**src/dac_ctrl_cfg.svh**
```systemverilog
// Register offsets, field positions, reset values and timing counts for the DAC control block.
// Assumes inclusion by bare name from the design file.
`ifndef DAC_CTRL_CFG_SVH
`define DAC_CTRL_CFG_SVH

// ----------------------------------------
// Register offsets (byte addresses)
// ----------------------------------------
`define OFS_MAIN_CONTROL 6'h00
`define OFS_CHANNEL_TRIGGER_CONTROL 6'h01
`define OFS_REFERENCE_ALIGN_CONTROL 6'h02
`define OFS_EVENT_SOURCE_CONTROL 6'h03
`define OFS_BUFFER_EMPTY_FLAGS 6'h05
`define OFS_CONVERTER_STATE 6'h06
`define OFS_CHAN0_SAMPLE_LOW 6'h18
`define OFS_CHAN0_SAMPLE_HIGH 6'h19
`define OFS_CHAN1_SAMPLE_LOW 6'h1a
`define OFS_CHAN1_SAMPLE_HIGH 6'h1b

// ----------------------------------------
// Field positions
// ----------------------------------------
`define BIT_GLOBAL_ENABLE 0
`define BIT_LOW_POWER_SELECT 1
`define BIT_CH0_PIN_OUTPUT_ENABLE 2
`define BIT_CH1_PIN_OUTPUT_ENABLE 3
`define BIT_INTERNAL_ROUTE_ENABLE 4
`define MASK_MAIN_CONTROL 8'h1f
`define MASK_CHANNEL_TRIGGER_CONTROL 8'h63
`define MASK_REFERENCE_ALIGN_CONTROL 8'h19
`define MASK_EVENT_SOURCE_CONTROL 8'h0f
`define MASK_BUFFER_EMPTY_FLAGS 8'h03

// ----------------------------------------
// Reset values
// ----------------------------------------
`define RST_CONTROL 8'h00
`define RST_EMPTY_FLAGS 2'h0

// ----------------------------------------
// Timing
// ----------------------------------------
`define CONV_TIME_NS 1000
`define CLK_PERIOD_NS 10
`define CONV_CYCLES ((`CONV_TIME_NS + `CLK_PERIOD_NS - 1) / `CLK_PERIOD_NS)
`define COUNT_W 8

`endif

```
**src/dac_ctrl_pkg.sv**
```systemverilog
// Types shared by the DAC control block.
// Assumes the configuration header sits in the same folder.
package dac_ctrl_pkg;

   typedef enum logic [1:0] {
      channel_usage_select_single_ch0 = 2'b00,
      channel_usage_select_solo_channel_one = 2'b01,
      channel_usage_select_dual = 2'b10,
      channel_usage_select_reserved = 2'b11
   } channel_usage_t;

   typedef enum logic [1:0] {
      internal_one_volt_ref = 2'b00,
      analog_supply_ref = 2'b01,
      external_ref_port_a = 2'b10,
      external_ref_port_b = 2'b11
   } reference_source_t;

   typedef enum logic [1:0] {
      conv_idle = 2'b00,
      conv_busy = 2'b01
   } conv_state_t;

endpackage

```
**src/dual_channel_dac_control.sv**
```systemverilog
// Register file, sample staging and conversion sequencing of a two-channel 12-bit DAC.
// Assumes a single-cycle register port on clk_in and event lines from another domain.
// What this block does
// (RQ1) In low-power mode the conversion core is powered down between conversions.
// (RQ2) Low-power conversions take twice the normal conversion time.
// (RQ3) Global enable bit gates all conversions.
// (RQ4) Channel select: 00 channel zero, 01 channel one, 10 both, 11 reserved.
// (RQ5) Channel one event trigger starts conversion only if its sample was written.
// (RQ6) Channel zero event trigger starts conversion only if its sample was updated.
// (RQ7) Reference select: 00 internal 1.00V, 01 supply, 10 port A, 11 port B.
// (RQ8) Alignment bit selects left-aligned byte layout for both channels.
// (RQ9) Event select bit 3 gives channel one event channel select plus one.
// (RQ10) Low three event select bits pick event channel zero to seven.
// (RQ11) Each channel has an empty flag, channel one bit 1, channel zero bit 0.
// (RQ12) Writing while not empty replaces the pending sample.
// (RQ13) Empty flags drive the DMA request lines directly.
// (RQ14) Right-aligned: low byte bits 7:0, high byte low nibble bits 11:8.
// (RQ15) Left-aligned: high byte bits 11:4, low byte upper nibble bits 3:0.
// (RQ16) Left-aligned 8-bit writes use only the high byte with cleared staging.
// (RQ17) Reserved control bits read as zero.
// (RQ18) Without event triggering a written sample converts automatically.
// (RQ19) Pin enables route channels; internal route suppresses channel zero pin.
// (RQ20) All transfers run on the peripheral clock.
// (RQ21) Low-byte write is staged; high-byte write commits both bytes atomically.
// (RQ22) A conversion taking the sample sets empty and clears the updated marker.
`include "dac_ctrl_cfg.svh"
`timescale 1ns/100ps
`default_nettype none

module dual_channel_dac_control (
   // Clock and reset
   input wire logic clk_in,
   input wire logic nrst_in,
   // Register port
   input wire logic [5:0] addr_in,
   input wire logic [7:0] wdata_in,
   input wire logic wr_in,
   input wire logic rd_in,
   output logic [7:0] rdata_out,
   // Event system channels
   input wire logic [7:0] event_in,
   // DMA requests
   output logic [1:0] dma_req_out,
   // Conversion core
   output logic [11:0] ch0_sample_out,
   output logic [11:0] ch1_sample_out,
   output logic [1:0] core_power_out,
   output logic [1:0] ref_select_out,
   output logic [1:0] pin_enable_out,
   output logic internal_route_out
);

   // ----------------------------------------
   // Helpers
   // ----------------------------------------
   // Register view of one sample under the current alignment
   function automatic logic [7:0] sample_view(input logic [11:0] s, input logic left, input logic high);
      logic [7:0] r;
      r = 8'h00;
      if (left) begin
         r = high ? s[11:4] : {s[3:0], 4'h0}; // RQ15
      end else begin
         r = high ? {4'h0, s[11:8]} : s[7:0]; // RQ14
      end
      return r;
   endfunction

   // Merge staged low byte with the high byte into a 12-bit sample
   function automatic logic [11:0] sample_join(input logic [7:0] lo, input logic [7:0] hi, input logic left);
      logic [11:0] r;
      r = 12'h000;
      if (left) begin
         r = {hi, lo[7:4]}; // RQ15 RQ16
      end else begin
         r = {hi[3:0], lo}; // RQ14
      end
      return r;
   endfunction

   // ----------------------------------------
   // Registers
   // ----------------------------------------
   logic [7:0] main_control_q;
   logic [7:0] channel_trigger_control_q;
   logic [7:0] reference_align_control_q;
   logic [7:0] event_source_control_q;
   logic [7:0] staging_q;
   logic [11:0] sample_q [2];
   logic [11:0] out_sample_q [2];
   logic [1:0] empty_q;
   logic [1:0] updated_q;
   logic [1:0] take;
   logic [1:0] sample_wr;
   logic [7:0] ev_meta_q;
   logic [7:0] ev_sync_q;
   logic [7:0] ev_prev_q;
   logic [7:0] ev_rise;
   logic [1:0] ev_hit;
   logic [2:0] ev_ch1_sel;
   logic [1:0] chan_on;
   logic [1:0] core_power_q;
   logic [`COUNT_W-1:0] busy_cnt_q [2];
   dac_ctrl_pkg::conv_state_t conv_state_q [2];

   wire logic global_en = main_control_q[`BIT_GLOBAL_ENABLE];
   wire logic low_power = main_control_q[`BIT_LOW_POWER_SELECT];
   wire logic left_align_select = reference_align_control_q[0];
   wire dac_ctrl_pkg::channel_usage_t channel_usage_select =
      dac_ctrl_pkg::channel_usage_t'(channel_trigger_control_q[6:5]);

   // ----------------------------------------
   // Register writes
   // ----------------------------------------
   // Every register and sample path runs on clk_in alone
   always_ff @(posedge clk_in or negedge nrst_in) begin // RQ20
      if (!nrst_in) begin
         main_control_q <= `RST_CONTROL;
         channel_trigger_control_q <= `RST_CONTROL;
         reference_align_control_q <= `RST_CONTROL;
         event_source_control_q <= `RST_CONTROL;
      end else if (wr_in) begin
         unique case (addr_in)
            `OFS_MAIN_CONTROL: main_control_q <= wdata_in & `MASK_MAIN_CONTROL; // RQ17
            `OFS_CHANNEL_TRIGGER_CONTROL: channel_trigger_control_q <= wdata_in & `MASK_CHANNEL_TRIGGER_CONTROL; // RQ17
            `OFS_REFERENCE_ALIGN_CONTROL: reference_align_control_q <= wdata_in & `MASK_REFERENCE_ALIGN_CONTROL; // RQ17
            `OFS_EVENT_SOURCE_CONTROL: event_source_control_q <= wdata_in & `MASK_EVENT_SOURCE_CONTROL; // RQ17
            default: ;
         endcase
      end
   end

   // Shared staging byte for both channels
   always_ff @(posedge clk_in or negedge nrst_in) begin
      if (!nrst_in) begin
         staging_q <= 8'h00;
      end else if (wr_in && (addr_in == `OFS_CHAN0_SAMPLE_LOW || addr_in == `OFS_CHAN1_SAMPLE_LOW)) begin
         staging_q <= left_align_select ? {wdata_in[7:4], 4'h0} : wdata_in; // RQ21 RQ15
      end
   end

   assign sample_wr[0] = wr_in && addr_in == `OFS_CHAN0_SAMPLE_HIGH;
   assign sample_wr[1] = wr_in && addr_in == `OFS_CHAN1_SAMPLE_HIGH;

   // ----------------------------------------
   // Event inputs
   // ----------------------------------------
   // Event lines come from another domain, so they pass two flops first
   always_ff @(posedge clk_in or negedge nrst_in) begin
      if (!nrst_in) begin
         ev_meta_q <= 8'h00;
         ev_sync_q <= 8'h00;
         ev_prev_q <= 8'h00;
      end else begin
         ev_meta_q <= event_in;
         ev_sync_q <= ev_meta_q;
         ev_prev_q <= ev_sync_q;
      end
   end

   assign ev_rise = ev_sync_q & ~ev_prev_q;
   // Channel one wraps from seven to zero when offset by one
   assign ev_ch1_sel = event_source_control_q[3] ? event_source_control_q[2:0] + 3'h1
                                                 : event_source_control_q[2:0]; // RQ9
   assign ev_hit[0] = ev_rise[event_source_control_q[2:0]]; // RQ10
   assign ev_hit[1] = ev_rise[ev_ch1_sel]; // RQ9

   assign chan_on[0] = global_en && (channel_usage_select == dac_ctrl_pkg::channel_usage_select_single_ch0 ||
                                     channel_usage_select == dac_ctrl_pkg::channel_usage_select_dual); // RQ3 RQ4
   assign chan_on[1] = global_en && (channel_usage_select == dac_ctrl_pkg::channel_usage_select_solo_channel_one ||
                                     channel_usage_select == dac_ctrl_pkg::channel_usage_select_dual); // RQ3 RQ4

   // ----------------------------------------
   // Per-channel sample and conversion
   // ----------------------------------------
   for (genvar c = 0; c < 2; c++) begin : g_chan
      // Conversion starts only when idle; a busy channel keeps its sample pending
      assign take[c] = chan_on[c] && updated_q[c] && conv_state_q[c] == dac_ctrl_pkg::conv_idle &&
                       (channel_trigger_control_q[c] ? ev_hit[c] : 1'b1); // RQ5 RQ6 RQ18

      always_ff @(posedge clk_in or negedge nrst_in) begin
         if (!nrst_in) begin
            sample_q[c] <= 12'h000;
         end else if (sample_wr[c]) begin
            sample_q[c] <= sample_join(staging_q, wdata_in, left_align_select); // RQ21 RQ12
         end
      end

      // Write wins over a same-cycle take so no new sample is lost
      always_ff @(posedge clk_in or negedge nrst_in) begin
         if (!nrst_in) begin
            empty_q[c] <= 1'b0;
            updated_q[c] <= 1'b0;
         end else if (sample_wr[c]) begin
            empty_q[c] <= 1'b0; // RQ21 RQ12
            updated_q[c] <= 1'b1;
         end else if (take[c]) begin
            empty_q[c] <= 1'b1; // RQ22 RQ11
            updated_q[c] <= 1'b0;
         end
      end

      always_ff @(posedge clk_in or negedge nrst_in) begin
         if (!nrst_in) begin
            conv_state_q[c] <= dac_ctrl_pkg::conv_idle;
            busy_cnt_q[c] <= '0;
            out_sample_q[c] <= 12'h000;
         end else begin
            unique case (conv_state_q[c])
               dac_ctrl_pkg::conv_idle: begin
                  if (take[c]) begin
                     out_sample_q[c] <= sample_q[c];
                     busy_cnt_q[c] <= low_power ? `COUNT_W'(2 * `CONV_CYCLES - 1)
                                                : `COUNT_W'(`CONV_CYCLES - 1); // RQ2
                     conv_state_q[c] <= dac_ctrl_pkg::conv_busy;
                  end
               end
               dac_ctrl_pkg::conv_busy: begin
                  if (busy_cnt_q[c] == '0) begin
                     conv_state_q[c] <= dac_ctrl_pkg::conv_idle;
                  end else begin
                     busy_cnt_q[c] <= busy_cnt_q[c] - `COUNT_W'(1);
                  end
               end
               default: conv_state_q[c] <= dac_ctrl_pkg::conv_idle;
            endcase
         end
      end

      // Low power drops the core while idle; normal mode keeps it driving
      always_ff @(posedge clk_in or negedge nrst_in) begin
         if (!nrst_in) begin
            core_power_q[c] <= 1'b0;
         end else begin
            core_power_q[c] <= chan_on[c] && (!low_power || take[c] ||
                               conv_state_q[c] == dac_ctrl_pkg::conv_busy); // RQ1 RQ3
         end
      end
   end

   // ----------------------------------------
   // Read path and outputs
   // ----------------------------------------
   always_ff @(posedge clk_in or negedge nrst_in) begin
      if (!nrst_in) begin
         rdata_out <= 8'h00;
      end else if (rd_in) begin
         unique case (addr_in)
            `OFS_MAIN_CONTROL: rdata_out <= main_control_q;
            `OFS_CHANNEL_TRIGGER_CONTROL: rdata_out <= channel_trigger_control_q;
            `OFS_REFERENCE_ALIGN_CONTROL: rdata_out <= reference_align_control_q;
            `OFS_EVENT_SOURCE_CONTROL: rdata_out <= event_source_control_q;
            `OFS_BUFFER_EMPTY_FLAGS: rdata_out <= {6'h00, empty_q}; // RQ11
            `OFS_CONVERTER_STATE: rdata_out <= {4'h0, updated_q,
                                                conv_state_q[1] == dac_ctrl_pkg::conv_busy,
                                                conv_state_q[0] == dac_ctrl_pkg::conv_busy};
            `OFS_CHAN0_SAMPLE_LOW: rdata_out <= sample_view(sample_q[0], left_align_select, 1'b0);
            `OFS_CHAN0_SAMPLE_HIGH: rdata_out <= sample_view(sample_q[0], left_align_select, 1'b1);
            `OFS_CHAN1_SAMPLE_LOW: rdata_out <= sample_view(sample_q[1], left_align_select, 1'b0);
            `OFS_CHAN1_SAMPLE_HIGH: rdata_out <= sample_view(sample_q[1], left_align_select, 1'b1);
            default: rdata_out <= 8'h00;
         endcase
      end else begin
         rdata_out <= 8'h00;
      end
   end

   always_ff @(posedge clk_in or negedge nrst_in) begin
      if (!nrst_in) begin
         dma_req_out <= 2'b00;
         ch0_sample_out <= 12'h000;
         ch1_sample_out <= 12'h000;
         core_power_out <= 2'b00;
         ref_select_out <= 2'b00;
         pin_enable_out <= 2'b00;
         internal_route_out <= 1'b0;
      end else begin
         // Mirrors the flag one cycle later; DMA sees the flag, not a derived state
         dma_req_out <= empty_q; // RQ13
         ch0_sample_out <= out_sample_q[0];
         ch1_sample_out <= out_sample_q[1];
         core_power_out <= core_power_q;
         ref_select_out <= reference_align_control_q[4:3]; // RQ7
         pin_enable_out[0] <= main_control_q[`BIT_CH0_PIN_OUTPUT_ENABLE] &&
                              !main_control_q[`BIT_INTERNAL_ROUTE_ENABLE]; // RQ19
         pin_enable_out[1] <= main_control_q[`BIT_CH1_PIN_OUTPUT_ENABLE]; // RQ19
         internal_route_out <= main_control_q[`BIT_INTERNAL_ROUTE_ENABLE]; // RQ19
      end
   end

endmodule

`default_nettype wire

```
**config.mk**
```make
export PLATFORM = sky130hd
export DESIGN_NAME = dual_channel_dac_control
export DESIGN_NICKNAME = d
export VERILOG_FILES = /design/src/dac_ctrl_pkg.sv /design/src/dual_channel_dac_control.sv
export VERILOG_INCLUDE_DIRS = /design/src
export SDC_FILE = /design/constraint.sdc
export NUM_CORES = 1
export LEC_CHECK = 0
export ABC_AREA = 1
export BUFFER_PORTS_ARGS = -buffer_cell sky130_fd_sc_hd__buf_2
export CAP_MARGIN = 20
export CORE_MARGIN = 2
export CORE_UTILIZATION = 50
export DETAILED_ROUTE_END_ITERATION = 10
export PLACE_DENSITY = 0.78
export REMOVE_ABC_BUFFERS = 1
export SYNTH_ARGS = -nofsm -noshare
export SYNTH_HDL_FRONTEND = slang
export SYNTH_SLANG_ARGS = --single-unit
```
**constraint.sdc**
```tcl
create_clock -name clk_in -period 2.44 [get_ports clk_in]
set_input_delay 0.244 -clock clk_in [delete_from_list [all_inputs] [get_ports clk_in]]
set_output_delay 0.244 -clock clk_in [all_outputs]
set_load 0.01 [all_outputs]
```
Word-level counts from Yosys, hierarchy flattened

Cells that the tools add are included.

Add/subtract/negate cells: 3
Magnitude comparators: 2
Equality and inequality tests: 19
Muxes and demuxes: 36
Bitwise gates (word level): 2
Reductions and logical operators: 43

Operator list:

| kind                                                        | number |
|---|---|
| 2-to-1 mux 8 bit                                            | 10 |
| one-hot mux 8 bit (10 select lines)                         | 1 |
| one-hot mux 8 bit (2 select lines)                          | 2 |
| equality test 6 x 5 -> 1 bit (second input constant)        | 4 |
| zero test 8 bit                                             | 2 |
| AND reduction 2 bit                                         | 8 |
| subtractor 8 x 1 -> 8 bit (second input constant)           | 2 |
| logical AND 1 bit                                           | 14 |
| equality test 6 x 2 -> 1 bit (second input constant)        | 2 |
| equality test 6 x 3 -> 1 bit (second input constant)        | 2 |
| 2-to-1 mux 1 bit                                            | 12 |
| 2-to-1 mux 12 bit                                           | 1 |
| inequality test 2 bit (second input constant)               | 6 |
| AND 8 bit                                                   | 1 |
| less-than comparator 3 x 4 -> 1 bit (second input constant) | 2 |
| 2-to-1 mux 2 bit                                            | 4 |
| NOT 8 bit                                                   | 1 |
| one-hot mux 2 bit (2 select lines)                          | 2 |
| nonzero test 2 bit                                          | 4 |
| logical OR 1 bit                                            | 7 |
| binary-select mux 1 bit (select 3 bit)                      | 2 |
| equality test 2 x 1 -> 1 bit (second input constant)        | 3 |
| equality test 6 x 1 -> 1 bit (second input constant)        | 1 |
| zero test 2 bit                                             | 3 |
| 7 further kinds                                             | 9 |

Register bits after elaboration: 163
Output and inout port bits: 41
Word-level logic and storage cells: 135

Logic depth before layout (Yosys ltp)

Gate-level depths: netlist of run 1.

Depth after elaboration: 9
Gate-level depth with buffers: 13
Gate-level depth less buffers: 12

Worst setup path before layout of run 1

No wires, ideal clock.

Path type: flip-flop to flip-flop
Start: register event_source_control_q[1]
End: register busy_cnt_q[0] (netlist name)
Library setup time: 0.117 ns
Arrival time: 1.495 ns
Data required time: 2.323 ns
Path slack: 0.828 ns
Cell stages (with the launch flop): 13
Path buffers: 0
Cell sequence: dfrtp_1 > ha_1 > nand2_1 > o21ai_1 > inv_1 > nand3_1 > nand2_1 > nand2_1 > nand3_2 > nand2_4 > nand2_2 > nand2_1 > nand2_1

Word-level cells in the longest chain between the ends: 8

Ends and longest elaborated chain:

| element                                  | RTL line                        | source |
|---|---|---|
| from (decl)                              | dual_channel_dac_control.sv:86  | `logic [7:0] event_source_control_q;` |
| from (signal assigned)                   | dual_channel_dac_control.sv:120 | `` event_source_control_q <= `RST_CONTROL; `` |
| from (signal assigned)                   | dual_channel_dac_control.sv:126 | `` `OFS_EVENT_SOURCE_CONTROL: event_source_control_q <= wdata_in & `MASK_EVENT_SOURCE_CONTROL; `` |
| adder 3 x 1 -> 3 bit                     | dual_channel_dac_control.sv:162 | `assign ev_ch1_sel = event_source_control_q[3] ? event_source_control_q[2:0] + 3'h1` |
| 2-to-1 mux 3 bit *                       | dual_channel_dac_control.sv:162 |  |
| binary-select mux 1 bit (select 3 bit) * | dual_channel_dac_control.sv:165 | `assign ev_hit[1] = ev_rise[ev_ch1_sel];` |
| 2-to-1 mux 1 bit (not written as such) * | dual_channel_dac_control.sv:165 |  |
| 2-to-1 mux 1 bit *                       | dual_channel_dac_control.sv:178 | `(channel_trigger_control_q[c] ? ev_hit[c] : 1'b1);` |
| logical AND 1 bit *                      | dual_channel_dac_control.sv:177 | `assign take[c] = chan_on[c] && updated_q[c] && conv_state_q[c] == dac_ctrl_pkg::conv_idle &&` |
| inequality test 2 bit (no line) *        | -                               |  |
| AND reduction 3 bit (no line) *          | -                               |  |
| to (signal, indexed assignment)          | dual_channel_dac_control.sv:212 | `` busy_cnt_q[c] <= low_power ? `COUNT_W'(2 * `CONV_CYCLES - 1) `` |
| to (signal, indexed assignment)          | dual_channel_dac_control.sv:221 | `` busy_cnt_q[c] <= busy_cnt_q[c] - `COUNT_W'(1); `` |
| to (decl)                                | dual_channel_dac_control.sv:102 | `` logic [`COUNT_W-1:0] busy_cnt_q [2]; `` |

Mark *: on every way between the ends. The rest lies on a longest branch, timed or not. The select of a mux whose other input is x is not followed.
A chain may end at the register's enable or synchronous reset.

Worst setup path in the final report of run 1

Start: register event_source_control_q[0]
End: register busy_cnt_q[2] (netlist name)

Same word-level chain as after synthesis.

==> results of run 1 <==
==> routing by layer <==
metal  GRT usage [%]  vias up
met3            5.24       33
met1            30.4     2556
met5               0        -
met4            10.3        0
met2            34.8      187
li1                -     2562
==> cell type report <==
class                      instances  area share (%)
clock inverter                    12            1.69
antenna                            1          0.0312
multi-input combinational        466            28.1
timing repair buffer              86            6.98
clock buffer                      20            5.57
inverter                          97            4.57
tap                              176            2.75
sequential                       161            50.3
==> cells in the mapped netlist, types with 3 or more instances <==
master	count	share of area [%]
a21oi_1	12	0.89
a31oi_1	4	0.37
buf_2	5	0.37
buf_4	3	0.33
buf_6	3	0.50
clkbuf_1	7	0.39
dfrtp_1	161	59
ha_1	7	1.3
inv_1	93	5.1
nand2_1	203	11
nand2_2	5	0.46
nand3_1	43	3.2
nand4_1	7	0.65
nor2_1	35	1.9
nor2_4	4	0.66
nor3_1	10	0.74
o21ai_0	98	7.2
o21ai_2	13	1.7
o22ai_1	9	0.83
o31ai_1	4	0.44
==> registers in the layout, indices dropped and copies added, names as in the netlist, 8 cells and up <==
signal and flops:
busy_cnt_q 16, ch0_sample_out 12, ch1_sample_out 12, ev_meta_q 8, ev_prev_q 8, ev_sync_q 8, out_sample_q 24, rdata_out 8
sample_q 24, staging_q 8
==> critical path, cell delays in order, from the launching register on <==
cell,delay [ns]
dfrtp_1,0.49
ha_1,0.33
nand2_1,0.05
o21ai_1,0.13
inv_1,0.08
nand3_1,0.08
nand2_1,0.06
nand2_1,0.08
nand3_2,0.09
nand2_4,0.23
nand2_2,0.19
nand2_1,0.11
nand2_1,0.05
==> worst max-delay path by stage <==
stage               depth (start not counted)                        end                                      from
floorplan                                   7     rdata_out[0]$_DFF_PN0_  reference_align_control_q[0]$_DFFE_PN0P_
global placement                           12  busy_cnt_q[7]$_DFFE_PN0P_     event_source_control_q[0]$_DFFE_PN0P_
detailed placement                         12  busy_cnt_q[1]$_DFFE_PN0P_     event_source_control_q[0]$_DFFE_PN0P_
CTS                                        12  busy_cnt_q[1]$_DFFE_PN0P_     event_source_control_q[0]$_DFFE_PN0P_
global route                               12  busy_cnt_q[5]$_DFFE_PN0P_     event_source_control_q[0]$_DFFE_PN0P_
finish                                     12  busy_cnt_q[2]$_DFFE_PN0P_     event_source_control_q[0]$_DFFE_PN0P_
==> power groups by stage <==
stage / sequential, mW / combinational (mW) / clock (mW)
floorplan: 3.80 / 0.977 / 0
global placement: 3.74 / 1.63 / 0
detailed placement: 3.75 / 1.70 / 0
CTS: 3.73 / 1.72 / 2.63
global route: 3.81 / 1.96 / 2.74
finish: 3.73 / 1.71 / 2.59
==> through the flow <==
stage	power [mW]	utilization [%]	instances	setup slack [ns]	cell area (µm²)
after CTS	8.08	60.5	1018	0.360	8010
after floorplan	4.78	-	724	0.356	6650
after detailed placement	5.44	55.4	977	0.373	7340
after global routing	8.50	60.5	1019	0.170	8010
after global placement	5.37	55.4	977	0.488	7340
final	8.03	60.5	1019	0.342	8010
==> cell usage in the layout (no fill, tap or decap), types with 12 or more instances in the layout <==
| cell type | n |
|---|---|
| nor2_1 | 35 |
| nand2_1 | 203 |
| a21oi_1 | 12 |
| buf_2 | 65 |
| clkbuf_16 | 17 |
| nand3_1 | 43 |
| o21ai_2 | 13 |
| dfrtp_1 | 161 |
| inv_1 | 93 |
| o21ai_0 | 98 |
==> what timing repair did <==
action                                 in CTS  in global routing
hold buffers                                9                  0
endpoints found under the hold margin      66                  0
buffers inserted                            0                  0
==> cells by family after synthesis <==
logic type | synth area share (%)
AOI/OAI and AO/OA | 12.0
xor gates and xnor gates | 0.258
adders and majority gates | 1.29
buffers and inverters | 7.34
DFF | 59.4
and+or+nand+nor | 19.7
==> summary.txt, run 1 <==
Status = finished, final reports clean
Clk pwr share = 32.3%
Sequential Power Share = 46.4%
Vias in the first global route = 5,271
Fraction of layout cells with a size suffix above 1 = 16.6%
Hpwl dp = 10,400 µm
First-pass GRT wire length = 25,300 µm
Worst setup EP type = register
RSZ-0062 raised after global routing = false
Reg area = 0.00403 mm²
IO Port Bufs = 66
Synth Cell Area = 0.00678 mm²
Post-synthesis sequential area ratio = 59.4%
DR WL met3 = 993 µm
Max Slew Vio Count = 0
RD Place Congestion = 0.922
Slew headroom = 59.2%
Netlist cell types = 35
Switching Share = 31.4%
CTS root buf = clkbuf_16
Starting Density = 51.2%
CTS clk-pin slew, worst paths = 0.06 ns
Row Count = 42
Worst min path class = input pin to register
CTS tree = done
Hold endpoint = rdata_out[4]$_DFF_PN0_
Clk_lat worst skew = 0.43 ns
Pint = 5.51 mW
Peak supply drop = 0.636 mV
Leak Pwr = 3.98 nW
Antenna viol nets, final = 0
Initial antenna violation count = 1
Hold WS = 0.0414 ns
Metal2 WL = 7040 µm
Core area = 0.0132 mm²
GRT Total Usage = 22.5%
EDFF count, synth = 0
Synthesized instance count = 744
WL/cell = 14.9 µm
Layout area overhead = 18.2%
Final setup viols = 0
H-tree Lvls = 4
Top Metal Used = met4
Hold Vio Cnt, Final = 0
Fmax = 477 MHz
Async SR Flop Fraction = 100%
PwrDens = 1000 mW/mm²
Die width = 120 µm
Largest net degree at the start of global routing = 63
Hold path cells = 3
# fillers = 1,112
Vias = 5,338
Max cap viols = 0
Final net count = 862
Detailed Route WL = 15,200 µm
Final Cycle Share = 86.0%
Setup slack, reg-to-reg = 0.34 ns
Clock Path Buffers = 2
Syn Area/Cell = 9.11 µm²
Die height = 120 µm
Sw Pwr = 2.52 mW
Most common flop cell mapped by yosys = dfrtp_1
Initial DRC count = 463
Die area = 0.0145 mm²
Pre-Repair DR Iteration Count = 7
CTS buffer count = 17
Final setup TNS = 0 ns
Met1 Wirelength = 6690 µm
Reg2reg path depth = 12
PostCTS Resize Cnt = 0
#FFs+latches synth = 161
Critical path type = register to register
Worst slew pin tran = 0.613 ns
Worst r2r dst = busy_cnt_q[2]$_DFFE_PN0P_
Critical hold path startpoint = rd_in
Final Skew = 0.0147 ns
Worst reg2reg startpoint = event_source_control_q[0]$_DFFE_PN0P_
DR vias/cell = 5.24
Yosys warning count = 0
Critical Path RT = 2.75 ns
Clock sinks = 161
Io pins = 67
Logic pwr share = 21.3%
Area of the multi-input gates = 0.00225 mm²
Critical Path AT = 2.40 ns
Crit-path max FO = 17
Startpoint Class = register
Total global routing overflow = 0
Final Critical Period = 2.10 ns
DRC = 0
Note: power is estimated with default switching activity, not from simulation.
==> inputs of run 2 (changes only) <==
==> constraint.sdc (replaced) <==
create_clock -name clk_in -period 2.44 [get_ports clk_in]
set_input_delay 0.366 -clock clk_in [delete_from_list [all_inputs] [get_ports clk_in]]
set_output_delay 0.366 -clock clk_in [all_outputs]
set_load 0.01 [all_outputs]
==> run 2 against run 1 <==
Compared with the run above:
- final cell count down 0.98%
- clock-buffer cell count up 2
- via count down 1.2%
- non-clock buffer count down 9
- global-route usage down 0.59 points
==> summary.txt, run 2 (same netlist as run 1, synthesis figures left out) <==
Hold Vio Cnt, Final = 0
Status = finished, final reports clean
Worst setup EP type = register
Detailed Route WL = 14,700 µm
Peak supply drop = 0.740 mV
First-pass GRT wire length = 24,600 µm
Initial DRC count = 438
Worst-path cell chain = ha_1 -> nand2_1 -> o21ai_1 -> inv_1 -> nand3_1 -> nand2_1 -> nand2_1 -> nand3_2 -> nand2_4 -> nand2_2 -> nand2_1 -> nand2_1
Clock sinks = 161
CTS tree = done
Clk_lat worst skew = 0.42 ns
Row Count = 42
Crit-path max FO = 19
Setup Fix Bufs, Post-CTS = 0
CP dominant cell by count = nand2_1
Antenna viol nets, final = 0
Biggest regs = out_sample_q x24, sample_q x24, busy_cnt_q x16
Buf/Inv on CP = 1
Non-Filler Instances = 1,009
CTS root buf = clkbuf_16
Largest net degree at the start of global routing = 58
RSZ-0062 raised after global routing = false
Critical Path RT = 2.75 ns
Placed Cells = 976
GRT Total Usage = 21.9%
Setup WS post-layout = 0.351 ns
Vias = 5,276
Layout area overhead = 16.4%
Dpl ws = 0.390 ns
Vias in the first global route = 5,039
PostCTS Resize Cnt = 0
Commonest non-fill, non-tap cell in the layout = nand2_1
CTS Hold Bufs = 1
Worst slew pin tran = 0.546 ns
Initial antenna violation count = 0
Slowest CP cell = dfrtp_1
Top Family by Delay on Critical Path = simple AND/OR/NAND/NOR gates
CTS buffer count = 17
Final Critical Period = 2.09 ns
Reg area = 0.00403 mm²
Io pins = 67
Slew headroom = 63.6%
Final net count = 853
Leak Pwr = 3.93 nW
Die width = 120 µm
# fillers = 1,149
Max Slew Vio Count = 0
Fraction of layout cells with a size suffix above 1 = 16.4%
Critical path type = register to register
Starting Density = 51.2%
Critical Path AT = 2.40 ns
WL/cell = 14.6 µm
PwrDens = 1010 mW/mm²
Hpwl dp = 10,400 µm
Startpoint Class = register
Core area = 0.0132 mm²
Area of the multi-input gates = 0.00225 mm²
Die height = 120 µm
DR vias/cell = 5.23
H-tree Lvls = 4
DRC = 0
IO Port Bufs = 66
Final Skew = 0.00546 ns
Pre-Repair DR Iteration Count = 5
Final setup TNS = 0 ns
Clock Path Buffers = 2
Fmax = 479 MHz
Final setup viols = 0
Max cap viols = 0
Total global routing overflow = 0
Worst min path class = input pin to register
RD Place Congestion = 0.919
Antenna cells = 0
Die area = 0.0145 mm²
Most frequent cells in the layout = nand2_1 (203), dfrtp_1 (161), o21ai_0 (98)
CTS clk-pin slew, worst paths = 0.06 ns
Final Cycle Share = 85.6%
CP peak stage delay = 0.49 ns
==> run 2: final cells by class <==
class,instances,share of cell area [%]
inverter,97,4.64
clock inverter,10,1.41
timing repair buffer,77,5.82
sequential,161,51.0
tap,176,2.79
multi-input combinational,466,28.6
clock buffer,22,5.75
==> run 2: per-stage QoR <==
step / total power, mW / instance area [µm²] / utilization [%] / hold slack [ns]
6_report: 7.95 / 7900 / 59.6 / 0.0433
5_1_grt: 8.42 / 7900 / 59.6 / 0.0305
4_1_cts: 8.01 / 7900 / 59.6 / 0.0269
3_5_place_dp: 5.44 / 7320 / 55.3 / 0.336
3_3_place_gp: 5.37 / 7320 / 55.3 / 0.332
2_1_floorplan: 4.78 / 6650 / - / 0.0704
==> run 2: where the power goes <==
group | switching, mW | internal, mW | total (mW) | leakage, nW
logic | 1.07 | 0.618 | 1.69 | 1.69
registers | 0.380 | 3.34 | 3.72 | 1.98
clock network | 1.02 | 1.53 | 2.55 | 0.270
total | 2.47 | 5.48 | 7.95 | 3.93
==> run 2: routing by layer <==
layer  wire length (µm)  share of wire, %  GRT usage [%]
met5                  0                 0              0
met3                872               5.9           5.19
met4                325               2.2           8.65
met1               6630                45           30.7
met2               6880                47           33.2
==> run 2: worst register-to-register path, stage by stage, from the launching register on <==
cell,delay [ns]
dfrtp_1,0.49
ha_1,0.33
nand2_1,0.05
o21ai_1,0.15
inv_1,0.09
nand3_1,0.08
nand2_1,0.05
nand2_1,0.06
nand3_2,0.08
nand2_4,0.24
nand2_2,0.19
nand2_1,0.11
nand2_1,0.05
==> run 2: final timing paths <==
| kind | startpoint | to | slack (ns) | cells past startpoint |
|---|---|---|---|---|
| min reg2reg | ev_meta_q[0]$_DFF_PN0_ | ev_sync_q[0]$_DFF_PN0_ | 0.35 | 0 |
| min | event_in[6] | ev_meta_q[6]$_DFF_PN0_ | 0.04 | 1 |
| max reg2reg | event_source_control_q[0]$_DFFE_PN0P_ | busy_cnt_q[2]$_DFFE_PN0P_ | 0.35 | 12 |
| max | event_source_control_q[0]$_DFFE_PN0P_ | busy_cnt_q[2]$_DFFE_PN0P_ | 0.35 | 12 |
| min in group asynchronous | nrst_in | busy_cnt_q[10]$_DFFE_PN0P_ | 0.47 | 2 |
| max in group asynchronous | nrst_in | out_sample_q[22]$_DFFE_PN0P_ | 1.30 | 3 |
==> inputs of run 3 (changes only) <==
--- a/config.mk
+++ b/config.mk
@@ -11,7 +11,9 @@
 export CAP_MARGIN = 20
 export CORE_MARGIN = 2
 export CORE_UTILIZATION = 50
+export CTS_BUF_LIST = sky130_fd_sc_hd__clkbuf_4
 export DETAILED_ROUTE_END_ITERATION = 10
+export HOLD_SLACK_MARGIN = 0.15
 export PLACE_DENSITY = 0.78
 export REMOVE_ABC_BUFFERS = 1
 export SYNTH_ARGS = -nofsm -noshare
==> run 3 against run 2 <==
Compared with the run above:
- fmax is 0.17% higher
- final cell count up 1.7%
- first-iteration DRC count is 7.1% lower
- worst hold slack improved by 0.17 ns
- sequential share of layout area increased by 0.81 points
- flip-flop and latch count is the same
- clock-buffer cell count down 1
- combinational power is essentially flat
- largest cell class unchanged
==> summary.txt, run 3 (same netlist as run 1, synthesis figures left out) <==
Detailed Route WL = 14,500 µm
First-pass GRT wire length = 24,300 µm
PwrDens = 892 mW/mm²
Total global routing overflow = 0
Initial DRC count = 407
Hold Vio Cnt, Final = 0
Leak Pwr = 3.88 nW
Hpwl dp = 10,400 µm
Final setup viols = 0
Pre-Repair DR Iteration Count = 5
Final net count = 870
Clk_lat worst skew = 0.57 ns
Row Count = 42
CP peak stage delay = 0.51 ns
Antenna viol nets, final = 0
H-tree Lvls = 4
Core area = 0.0132 mm²
Worst min path class = input pin to register
Final Skew = 0.0163 ns
Commonest non-fill, non-tap cell in the layout = nand2_1
Worst-path cell chain = ha_1 -> nand2_1 -> o21ai_1 -> inv_1 -> nand3_1 -> nand2_1 -> nand2_1 -> nand3_2 -> nand2_4 -> nand2_2 -> nand2_1 -> nand2_1
Die area = 0.0145 mm²
Max cap viols = 0
Sequential Power Share = 53.4%
Switching Share = 33.6%
Sw Pwr = 2.33 mW
RD Place Congestion = 0.919
CTS root buf = clkbuf_4
CTS buffer count = 17
Largest net degree at the start of global routing = 58
Clock sinks = 161
DRC = 0
Layout area overhead = 14.6%
Initial antenna violation count = 0
Logic pwr share = 24.5%
Clock Path Buffers = 2
Crit-path max FO = 19
Slowest CP cell = dfrtp_1
Overall Power = 6.93 mW
Antenna cells = 0
Vias = 5,321
CTS tree = done
Status = finished, final reports clean
CTS clk-pin slew, worst paths = 0.12 ns
CP dominant cell by count = nand2_1
Worst setup EP type = register
Fraction of layout cells with a size suffix above 1 = 16.5%
IO Port Bufs = 66
Critical Path AT = 2.55 ns
RSZ-0062 raised after global routing = false
Setup WS post-layout = 0.355 ns
Vias in the first global route = 5,039
Critical Path RT = 2.91 ns
Die width = 120 µm
Die height = 120 µm
Peak supply drop = 0.481 mV
DR vias/cell = 5.19
Critical path type = register to register
Biggest regs = out_sample_q x24, sample_q x24, busy_cnt_q x16
Max Slew Vio Count = 0
Slew headroom = 63.8%
Io pins = 67
Dpl ws = 0.390 ns
Final Cycle Share = 85.5%
GRT Total Usage = 21.6%
# fillers = 1,175
Final setup TNS = 0 ns
Worst slew pin tran = 0.543 ns
WL/cell = 14.1 µm
Clk pwr share = 22.0%
Startpoint Class = register
Starting Density = 51.2%
Fmax = 480 MHz
Final Critical Period = 2.09 ns
Pint = 4.60 mW
Most frequent cells in the layout = nand2_1 (203), dfrtp_1 (161), o21ai_0 (98)
run 3: changes by cell type in the layout (fill, tap and decap cells not counted), sizes merged:
cell,before,now
dlygate4sd3,1,18
clkinv,6,7
clkbuf,22,21
run 3: final timing paths:
check / startpoint / endpoint / slack, ns / cells past startpoint
worst min-delay path: wr_in / reference_align_control_q[0]$_DFFE_PN0P_ / 0.21 / 3
min in group asynchronous: nrst_in / busy_cnt_q[15]$_DFFE_PN0P_ / 0.32 / 2
worst min register to register: core_power_q[0]$_DFF_PN0_ / core_power_out[0]$_DFF_PN0_ / 0.36 / 0
max in group asynchronous: nrst_in / ch0_sample_out[4]$_DFF_PN0_ / 1.46 / 3
worst max-delay path: event_source_control_q[0]$_DFFE_PN0P_ / busy_cnt_q[2]$_DFFE_PN0P_ / 0.35 / 12
worst max register to register: event_source_control_q[0]$_DFFE_PN0P_ / busy_cnt_q[2]$_DFFE_PN0P_ / 0.35 / 12
run 3: final cells by class:
cell class	instances	area [µm²]	area share, %
Clock buffer	21	158	2.03
Clock inverter	11	115	1.48
Inverter	97	367	4.72
Multi-Input combinational cell	466	2250	29.0
Sequential cell	161	4030	51.8
Tap cell	176	220	2.83
Timing Repair Buffer	94	629	8.10
run 3: layer usage:
layer	vias up	track usage, %	routed length, µm
met5	-	0	0
met4	0	8.50	356
met3	29	5.24	799
met2	160	32.6	6670
met1	2557	30.5	6670
li1	2575	-	-
run 3: power by group through the flow:
stage	combinational (mW)	clock [mW]	sequential [mW]
final	1.70	1.53	3.71
after global routing	1.95	1.69	3.78
after CTS	1.71	1.58	3.71
after detailed placement	1.69	0	3.75
after global placement	1.63	0	3.74
after floorplan	0.977	0	3.80
run 3: through the flow:
stage | hold WS (ns) | utilization [%] | instance area [µm²] | instances
2_1_floorplan | 0.0704 | - | 6650 | 724
3_3_place_gp | 0.332 | 55.3 | 7320 | 976
3_5_place_dp | 0.336 | 55.3 | 7320 | 976
4_1_cts | 0.164 | 58.7 | 7770 | 1026
5_1_grt | 0.183 | 58.7 | 7770 | 1026
6_report | 0.209 | 58.7 | 7770 | 1026
run 3: timing repair:
action	in CTS	in global routing
endpoints found under the hold margin	113	0
resized for setup	0	0
hold buffers	18	0
endpoints found under the setup margin	0	0
setup buffers	0	0
run 3: critical path: cells and delay by family (launching register included):
kind / cells / cell delay, ns
adders and majority gates: 1 / 0.33
buffers and inverters: 1 / 0.09
DFF: 1 / 0.51
AOI/OAI and AO/OA: 1 / 0.14
and+or+nand+nor: 9 / 0.92
